$ cat src/pkg/eeprom_port_pkg.sv
// Constants for the serial EEPROM port
package eeprom_port_pkg;
	// ****************************************
	// Clock and timing
	// ****************************************
	localparam int REF_CLK_MHZ     = 250;
	localparam int MASTER_CLK_MHZ  = 40;
	localparam int SCK_DIVIDER     = 512;
	// Serial clock period in ns: 512 master cycles at 40 MHz
	localparam int SCK_PERIOD_NS   = (SCK_DIVIDER * 1000) / MASTER_CLK_MHZ;
	// Half period in reference cycles, rounded down so the link is never slower
	localparam int SCK_HALF_CYC    = (SCK_PERIOD_NS * REF_CLK_MHZ) / 2000;
	localparam int CNT_W           = 11;
	localparam logic [CNT_W-1:0] HALF_LAST = CNT_W'(SCK_HALF_CYC - 1);

	// ****************************************
	// Data format
	// ****************************************
	localparam int BYTE_W          = 8;
	localparam int FIFO_DEPTH      = 8;
	localparam logic [2:0] BIT_LAST = 3'h7;
	localparam int EEPROM_KBIT     = 32;

	// ****************************************
	// States
	// ****************************************
	typedef enum logic [1:0] {
		ST_IDLE = 2'b00,
		ST_LOW  = 2'b01,
		ST_HIGH = 2'b10
	} port_state_t;
endpackage

$ cat src/rtl/byte_fifo.sv
// Small synchronous FIFO with a registered output stage
`timescale 1ns/100ps
`default_nettype none
module byte_fifo #(
	parameter int WIDTH = 8,
	parameter int DEPTH = 8
) (
	// Clock and reset
	input  wire logic             clk,
	input  wire logic             rst_n,
	// Fill side
	input  wire logic             in_valid,
	output var  logic             in_ready,
	input  wire logic [WIDTH-1:0] in_data,
	// Drain side
	output var  logic             out_valid,
	input  wire logic             out_ready,
	output var  logic [WIDTH-1:0] out_data
);
	localparam int AW = $clog2(DEPTH);

	logic [WIDTH-1:0] mem_r [DEPTH];
	logic [AW-1:0]    wptr_r, wptr_nxt, rptr_r, rptr_nxt;
	logic [AW:0]      cnt_r, cnt_nxt;
	logic             in_ready_nxt, out_valid_nxt;
	logic [WIDTH-1:0] out_data_nxt;
	logic             push, pop, load;

	always_comb begin
		push          = in_valid && in_ready;
		load          = (cnt_r != '0) && (!out_valid || out_ready);
		pop           = load;
		wptr_nxt      = push ? AW'(wptr_r + 1'b1) : wptr_r;
		rptr_nxt      = pop ? AW'(rptr_r + 1'b1) : rptr_r;
		cnt_nxt       = (AW+1)'(cnt_r + push - pop);
		// Output slot counts as space; only the array is limited here
		in_ready_nxt  = cnt_nxt < (AW+1)'(DEPTH);
		out_data_nxt  = load ? mem_r[rptr_r] : out_data;
		out_valid_nxt = load ? 1'b1 : (out_valid && !out_ready);
	end

	always_ff @(posedge clk or negedge rst_n) begin
		if (!rst_n) begin
			wptr_r    <= '0;
			rptr_r    <= '0;
			cnt_r     <= '0;
			in_ready  <= 1'b0;
			out_valid <= 1'b0;
			out_data  <= '0;
		end else begin
			wptr_r    <= wptr_nxt;
			rptr_r    <= rptr_nxt;
			cnt_r     <= cnt_nxt;
			in_ready  <= in_ready_nxt;
			out_valid <= out_valid_nxt;
			out_data  <= out_data_nxt;
		end
	end

	// Storage needs no reset
	always_ff @(posedge clk) begin
		if (push) begin
			mem_r[wptr_r] <= in_data;
		end
	end
endmodule
`default_nettype wire

$ cat src/rtl/serial_eeprom_port.sv
// Two-wire serial EEPROM port: byte shift engine with read data FIFO
`timescale 1ns/100ps
`default_nettype none
module serial_eeprom_port (
	// Clock and reset
	input  wire logic        ref_clk,
	input  wire logic        arst_n,
	// Byte command port
	input  wire logic        cmd_valid,
	output var  logic        cmd_ready,
	input  wire logic        cmd_read,
	input  wire logic [7:0]  cmd_wdata,
	// Read data stream
	output var  logic        rd_valid,
	input  wire logic        rd_ready,
	output var  logic [7:0]  rd_data,
	// EEPROM pins
	output var  logic        eeprom_serial_clock,
	input  wire logic        eeprom_serial_data_line_i,
	output var  logic        eeprom_serial_data_line_o,
	output var  logic        eeprom_serial_data_line_oe,
	// Status
	output var  logic        busy
);
	// ****************************************
	// Reset release
	// ****************************************
	logic rst_meta_r, rst_n;

	always_ff @(posedge ref_clk or negedge arst_n) begin
		if (!arst_n) begin
			rst_meta_r <= 1'b0;
			rst_n      <= 1'b0;
		end else begin
			rst_meta_r <= 1'b1;
			rst_n      <= rst_meta_r;
		end
	end

	// ****************************************
	// Shift engine
	// ****************************************
	eeprom_port_pkg::port_state_t   state_r, state_nxt;
	logic [eeprom_port_pkg::CNT_W-1:0] cnt_r, cnt_nxt;
	logic [2:0]                      bit_r, bit_nxt;
	logic [7:0]                      shift_r, shift_nxt;
	logic                            rd_op_r, rd_op_nxt;
	logic                            sck_nxt, oe_nxt, ready_nxt, busy_nxt;
	logic                            push_r, push_nxt;
	logic                            take, fifo_in_ready, sample_en;

	assign take = cmd_valid && cmd_ready;

	always_comb begin
		state_nxt = state_r;
		cnt_nxt   = eeprom_port_pkg::CNT_W'(cnt_r + 1'b1);
		bit_nxt   = bit_r;
		shift_nxt = shift_r;
		rd_op_nxt = rd_op_r;
		sck_nxt   = eeprom_serial_clock;
		// Line keeps its level between bytes so no edge appears while clock is high
		oe_nxt    = eeprom_serial_data_line_oe;
		push_nxt  = 1'b0;
		sample_en = 1'b0;
		case (state_r)
			eeprom_port_pkg::ST_IDLE: begin
				cnt_nxt = '0;
				sck_nxt = 1'b1;
				if (take) begin
					state_nxt = eeprom_port_pkg::ST_LOW;
					sck_nxt   = 1'b0;
					bit_nxt   = '0;
					rd_op_nxt = cmd_read;
					shift_nxt = cmd_wdata;
				end
			end
			eeprom_port_pkg::ST_LOW: begin
				if (cnt_r == '0) begin
					// One cycle after the falling edge
					oe_nxt = rd_op_r ? 1'b0 : !shift_r[7];
				end
				if (cnt_r == eeprom_port_pkg::HALF_LAST) begin
					state_nxt = eeprom_port_pkg::ST_HIGH;
					sck_nxt   = 1'b1;
					cnt_nxt   = '0;
				end
			end
			eeprom_port_pkg::ST_HIGH: begin
				if (cnt_r == '0) begin
					sample_en = 1'b1;
					// Read captures the line; write just moves to the next bit
					shift_nxt = {shift_r[6:0], rd_op_r ? eeprom_serial_data_line_i : 1'b0};
				end
				if (cnt_r == eeprom_port_pkg::HALF_LAST) begin
					cnt_nxt = '0;
					if (bit_r == eeprom_port_pkg::BIT_LAST) begin
						state_nxt = eeprom_port_pkg::ST_IDLE;
						push_nxt  = rd_op_r;
					end else begin
						state_nxt = eeprom_port_pkg::ST_LOW;
						sck_nxt   = 1'b0;
						bit_nxt   = 3'(bit_r + 1'b1);
					end
				end
			end
			default: begin
				state_nxt = eeprom_port_pkg::ST_IDLE;
				sck_nxt   = 1'b1;
			end
		endcase
		// Ready only after a settled idle cycle, so the FIFO space seen is current
		// A pending push has not reached the FIFO space flag yet, so hold off one more cycle
		ready_nxt = (state_r == eeprom_port_pkg::ST_IDLE) && !take && !push_r && fifo_in_ready;
		busy_nxt  = state_nxt != eeprom_port_pkg::ST_IDLE;
	end

	always_ff @(posedge ref_clk or negedge rst_n) begin
		if (!rst_n) begin
			state_r                    <= eeprom_port_pkg::ST_IDLE;
			cnt_r                      <= '0;
			bit_r                      <= '0;
			shift_r                    <= '0;
			rd_op_r                    <= 1'b0;
			push_r                     <= 1'b0;
			cmd_ready                  <= 1'b0;
			busy                       <= 1'b0;
			eeprom_serial_clock        <= 1'b1;
			eeprom_serial_data_line_oe <= 1'b0;
			eeprom_serial_data_line_o  <= 1'b0;
		end else begin
			state_r                    <= state_nxt;
			cnt_r                      <= cnt_nxt;
			bit_r                      <= bit_nxt;
			shift_r                    <= shift_nxt;
			rd_op_r                    <= rd_op_nxt;
			push_r                     <= push_nxt;
			cmd_ready                  <= ready_nxt;
			busy                       <= busy_nxt;
			eeprom_serial_clock        <= sck_nxt;
			eeprom_serial_data_line_oe <= oe_nxt;
			eeprom_serial_data_line_o  <= 1'b0;
		end
	end

	// ****************************************
	// Read data buffer
	// ****************************************
	byte_fifo #(
		.WIDTH (eeprom_port_pkg::BYTE_W),
		.DEPTH (eeprom_port_pkg::FIFO_DEPTH)
	) u_rd_fifo (
		.clk       (ref_clk),
		.rst_n     (rst_n),
		.in_valid  (push_r),
		.in_ready  (fifo_in_ready),
		.in_data   (shift_r),
		.out_valid (rd_valid),
		.out_ready (rd_ready),
		.out_data  (rd_data)
	);
endmodule
`default_nettype wire

$ cat config.mk
export PLATFORM = sky130hd
export DESIGN_NAME = serial_eeprom_port
export DESIGN_NICKNAME = d
export VERILOG_FILES = /design/src/pkg/eeprom_port_pkg.sv /design/src/rtl/byte_fifo.sv /design/src/rtl/serial_eeprom_port.sv
export SDC_FILE = /design/constraint.sdc
export NUM_CORES = 1
export LEC_CHECK = 0
export BUFFER_PORTS_ARGS = -buffer_cell sky130_fd_sc_hd__buf_2
export CORE_MARGIN = 1.5
export CORE_UTILIZATION = 45
export CTS_CLUSTER_DIAMETER = 50
export DETAILED_ROUTE_END_ITERATION = 8
export GPL_ROUTABILITY_DRIVEN = 0
export GPL_TIMING_DRIVEN = 0
export PLACE_DENSITY = 0.68
export SYNTH_ARGS = -nofsm -noshare
export SYNTH_HDL_FRONTEND = slang
export SYNTH_HIERARCHICAL = 1
export SYNTH_SLANG_ARGS = --single-unit
$ cat constraint.sdc
create_clock -name ref_clk -period 3.09 [get_ports ref_clk]
set_input_delay 0.4635 -clock ref_clk [delete_from_list [all_inputs] [get_ports ref_clk]]
set_output_delay 0.4635 -clock ref_clk [all_outputs]
set_load 0.1 [all_outputs]
# Yosys cells after proc, flatten, opt, wreduce, memory -nomap -nowiden
# Memory sizes are Yosys's and may differ from the RTL's. A register that Yosys moved wholly into a read port is not among the register bits.
# Index checks and enable logic that the tools add are counted.
# totals
register_bits	44
mem_bits_rw	64
in_bits	14
out_inout_bits	14
elab_cells	86
memories	1
# memory_table
name	words	width	rd	rd_ports_with_merged_regs	write_ports	line_no	source
u_rd_fifo.mem_r	8	8	1	1	1	byte_fifo.sv:22	logic [WIDTH-1:0] mem_r [DEPTH];
# op_classes
add_sub_neg	6
order_cmp	1
n_eq_ne	9
muxes	27
n_reduce_logical	25
# op_table
op	n
$pmux 11 s2	1
$mux 8	2
$pmux 8 s2	1
$mux 1	13
$add 11x1->11 const B	1
$eq 11x11->1 const B	1
$logic_not 11->1	1
$mux 11	1
$ne 2x2->1 const B	5
$add 3x1->3 const B	3
$mux 3	3
$logic_and 1x1->1	7
$logic_not 1->1	6
$mux 2	3
$pmux 2 s3	1
$pmux 3 s2	1
$reduce_and 3->1	2
$add 4x1->4	1
$lt 4x4->1 const B	1
$reduce_and 2->1	2
$reduce_and 4->1	1
$reduce_bool 2->1	2
$reduce_bool 4->1	1
$sub 4x1->4	1
7 further kinds	7

# Logic depth before layout (Yosys ltp)
# depth
ltp_word	5
depth_mapped	12
depth_no_buf	11

# Modules after synthesis
# Netlist, hierarchy kept.
# by_module_without_submodules
mod	n_inst	cells_per_inst	area_per_inst_um2	seq_area_each_um2
byte_fifo	1	205	3472.1	2422.3
serial_eeprom_port	1	151	1647.8	802.0

# Worst setup path after synthesis
# OpenSTA, ideal clock, no wires.
# synth_path
path_kind	reg-to-reg
start	reg u_rd_fifo.out_valid
end	reg u_rd_fifo.cnt_r[2]
setup_ps	122
t_arrival_ps	2427
t_required_ps	2968
path_slack_ps	541
path_stages_with_launch	10
n_path_buf	1
synth_period_minus_slack_ps	2549
path_cell_list	dfrtp_1 -> nor2b_1 -> or2_1 -> buf_6 -> inv_2 -> ha_1 -> inv_1 -> ha_1 -> fa_1 -> xor2_1
# synth_via
elab_chain_cells	4
# synth_rtl
item	line_no	source
start, declared	byte_fifo.sv:16	output var logic out_valid,
start signal, assigned	byte_fifo.sv:55	out_valid <= out_valid_nxt;
$logic_not 1->1	byte_fifo.sv:31	load = (cnt_r != '0) && (!out_valid || out_ready);
$logic_or 1x1->1	byte_fifo.sv:31	
$logic_and 1x1->1	byte_fifo.sv:31	
net u_rd_fifo.load	byte_fifo.sv:27	logic push, pop, load;
$sub 4x1->4	byte_fifo.sv:35	cnt_nxt = (AW+1)'(cnt_r + push - pop);
net u_rd_fifo.cnt_nxt[2]	byte_fifo.sv:24	logic [AW:0] cnt_r, cnt_nxt;
end signal, assigned	byte_fifo.sv:53	cnt_r <= cnt_nxt;
end, declared	byte_fifo.sv:24	
# The timed path passes the listed nets, and every way through them passes these cells.
# A chain may end at the register's enable or synchronous reset.

# Final worst setup path
# layout_path
start	reg state_r[0]
end	reg shift_r[3]
# layout_via
elab_chain_cells	3
elab_cells_between_ends	7
classes_between	eq/ne (3); mux (1); reduce/logical (3)
# layout_rtl
item	line_no	source
start, declared	serial_eeprom_port.sv:43	eeprom_port_pkg::port_state_t state_r, state_nxt;
start signal, assigned	serial_eeprom_port.sv:119	state_r <= eeprom_port_pkg::ST_IDLE;
start signal, assigned	serial_eeprom_port.sv:131	state_r <= state_nxt;
$eq 2x2->1 or $logic_not 2->1 (tied branches)	serial_eeprom_port.sv:65	case (state_r)
$ne 2x2->1 (no source line) or $reduce_bool 2->1 (tied branches)	--	
$reduce_and 3->1 (no source line)	--	
end signal, assigned	serial_eeprom_port.sv:134	shift_r <= shift_nxt;
end, declared	serial_eeprom_port.sv:46	logic [7:0] shift_r, shift_nxt;
# Parallel ways exist; a longest one is shown, timed or not.

==> key figures <==
Hold path
  • Hold Crit Class: reg2async

Timing
  • Fmax: 419 MHz
  • Period utilization: 77.3%
  • Max Slew Vio Count: 0
  • Worst Skew: 0.00903 ns
  • Post-layout min period: 2.39 ns
  • Worst slew pin tran: 1.10 ns
  • Final Hold Fails: 0
  • RSZ-0062 raised after global routing: false
  • Slew margin rel.: 26.0%
  • Setup TNS: 0 ns
  • Final setup violation count: 0

Routing
  • Pre-Repair DR Iteration Count: 4
  • DRT Wirelength: 9130 um
  • DR vias: 2,928
  • Post-DRT Antenna Nets: 0
  • Wire per inst: 16.4 um
  • Initial drt markers: 111
  • Post-route DRC: 0
  • Post-DR vias/cell: 5.27

Pwr
  • Max VDD drop: 428 uV
  • Lkg Pwr: 2.20 nW
  • PD cells: 788 nW/um^2

Layout
  • Layout overhead on the synthesized area: 18.5%
  • N_diodes: 0
  • Util after Layout: 55.2%
  • Final net count: 433
  • Layout cells sized above 1: 27.6%

Clock network
  • Clk slew on worst S/H paths: 0.05 ns
  • Root Buffer: clkbuf_16
  • PostCTS Resize Cnt: 0
  • CTS tree: built
  • CTS max path bufs: 2
  • Number of buffers created by CTS: 17
  • Worst-Skew Late Latency: 0.41 ns
  • Clk sinks: 116
  • H-tree levels: 4

Floorplan
  • Core area: 11,000 um^2
  • Cell row count: 38
  • Die ar.: 12,000 um^2
  • Chip height: 110 um
  • Starting Density: 46.6%
  • Die Span X: 110 um
  • Num ports: 28

Global routing
  • Routing usage on met1: 22.6%
  • GR Util All Layers: 17.3%
  • Global-route wire length before repair: 15,100 um
  • Initial antenna violation count: 0
  • Busiest layer in global routing: met2
  • Pin count of the biggest net entering global routing: 35
  • Global route overflow: 0
  • Grt met2 use: 27.1%
  • Met3 usage: 4.68%
  • Vias in the first global route: 2,981

Synth
  • Ys Warns: 6
  • Synth Area per Inst: 14.4 um^2
  • Seq/Total Area, Yosys: 63.0%
  • Mapped cell area: 5120 um^2
  • Synth cell types: 53
  • Ys async rst share: 44.8%
  • Synth Register Bits: 116
  • Post-synth EDFFs: 64
  • Synth Net Count: 386
  • Synth Instances: 356
  • Count leader, synth: edfxtp_1
  • Commonest cells in the netlist: edfxtp_1, dfrtp_1, mux2_2, nor2_1, mux2i_1
  • Dominant cell type by area after synthesis: edfxtp_1
  • Yosys top cell area share: 37.5%
  • Ys flop type: edfxtp_1
  • Main area contributors after synthesis: edfxtp_1, dfrtp_1, mux2_2

Placed design
  • DP HPWL: 6250 um
  • Port bufs: 26

Critical path
  • CP peak stage delay: 0.56 ns
  • Crit path capture type: register
  • Worst setup path class: reg2reg
  • Worst-path cell chain: inv_1 -> ha_1 -> mux2i_1 -> a21o_1 -> clkbuf_1 -> mux2_2
  • Startpoint class of the critical path: register
  • Crit path DAT: 2.68 ns
  • Worst EP required: 3.38 ns
  • Slowest CP cell: mux2i_1
  • Worst Path Max Fanout: 8

Outcome
  • Outcome: complete, no violations

Job
  • Max cap viols: 0
[logic make-up (layout without fill, tap and decap cells)]
kind of cell,Yosys count,in the layout,synth area share [%]
flops,116,116,63.0
buf+inv,26,86,3.15
compound gates,49,49,7.60
simple gates,79,79,8.24
other cells,2,2,0.147
xor+xnor,16,16,2.74
mux,52,52,11.1
fa+ha+maj,16,16,4.06
[cell usage in the layout, fill, tap and decap left out, types with 14 or more instances in the layout]
master and instances:
mux2i_1 17, edfxtp_1 64, dfrtp_1 50, ha_1 15
mux2_2 34, clkbuf_16 17, nand2_1 14, buf_2 27
nor2_1 21
[area by class of cell]
cell class	instances	area, um^2
inverter	12	45.0
buffer	14	116
clock buffer	23	468
sequential	116	3230
fill	894	4920
clock inverter	9	130
timing repair buffer	28	160
multi-input combinational	214	1750
tap	140	175
[routing by layer]
layer,up-vias,part of all wire [%]
li1,1419,-
met1,1436,46
met2,60,48
met3,13,4.5
met4,0,1.6
met5,-,0
[power by group]
part | internal [mW] | switching (mW)
logic | 0.373 | 0.670
clock network | 1.31 | 0.634
registers | 1.72 | 0.0724
total | 3.40 | 1.38
[critical path: cells and delay by family (launching register included)]
family                     cells  cell delay, ns
AOI/OAI and AO/OA              1            0.16
adders and majority gates      1            0.29
buffers and inverters          2            0.49
DFF                            1            0.40
muxes                          2            0.95
[through the flow]
stage | hold WS [ns] | area [um^2] | power [mW] | instances | worst slack, ns
2_1_floorplan | 0.168 | 5120 | 2.66 | 356 | 0.541
3_3_place_gp | 0.249 | 5430 | 2.84 | 522 | 0.785
3_5_place_dp | 0.216 | 5450 | 2.87 | 523 | 0.713
4_1_cts | 0.223 | 6060 | 4.83 | 556 | 0.678
5_1_grt | 0.244 | 6070 | 4.99 | 556 | 0.481
6_report | 0.206 | 6070 | 4.78 | 556 | 0.701
[registers in the layout (all words and copies together) (netlist names), 2 cells and up]
register and count:
bit_r 3, cnt_r 11, shift_r 8, state_r 2, u_rd_fifo/cnt_r 4, u_rd_fifo/mem_r 64, u_rd_fifo/out_data 8, u_rd_fifo/rptr_r 3
u_rd_fifo/wptr_r 3
[worst paths after layout]
path | startpoint | endpoint | slack (ns) | cells after the start
setup / recovery | state_r[0] | shift_r[3] | 0.70 | 6
hold reg to reg | rst_n | u_rd_fifo/out_data[7] | 0.21 | 0
setup reg to reg | state_r[0] | shift_r[3] | 0.70 | 6
hold / removal | rst_n | u_rd_fifo/out_data[7] | 0.21 | 0
min in group ref_clk | cmd_read | rd_op_r | 0.29 | 2
max in group asynchronous | rst_n | eeprom_serial_clock | 2.28 | 1
[what timing repair did]
action | CTS | global route
hold endpoints to repair | 2 | 0
buffers inserted | 0 | 0
hold buffers | 1 | 0
Note: power is estimated with default switching activity, not from simulation.
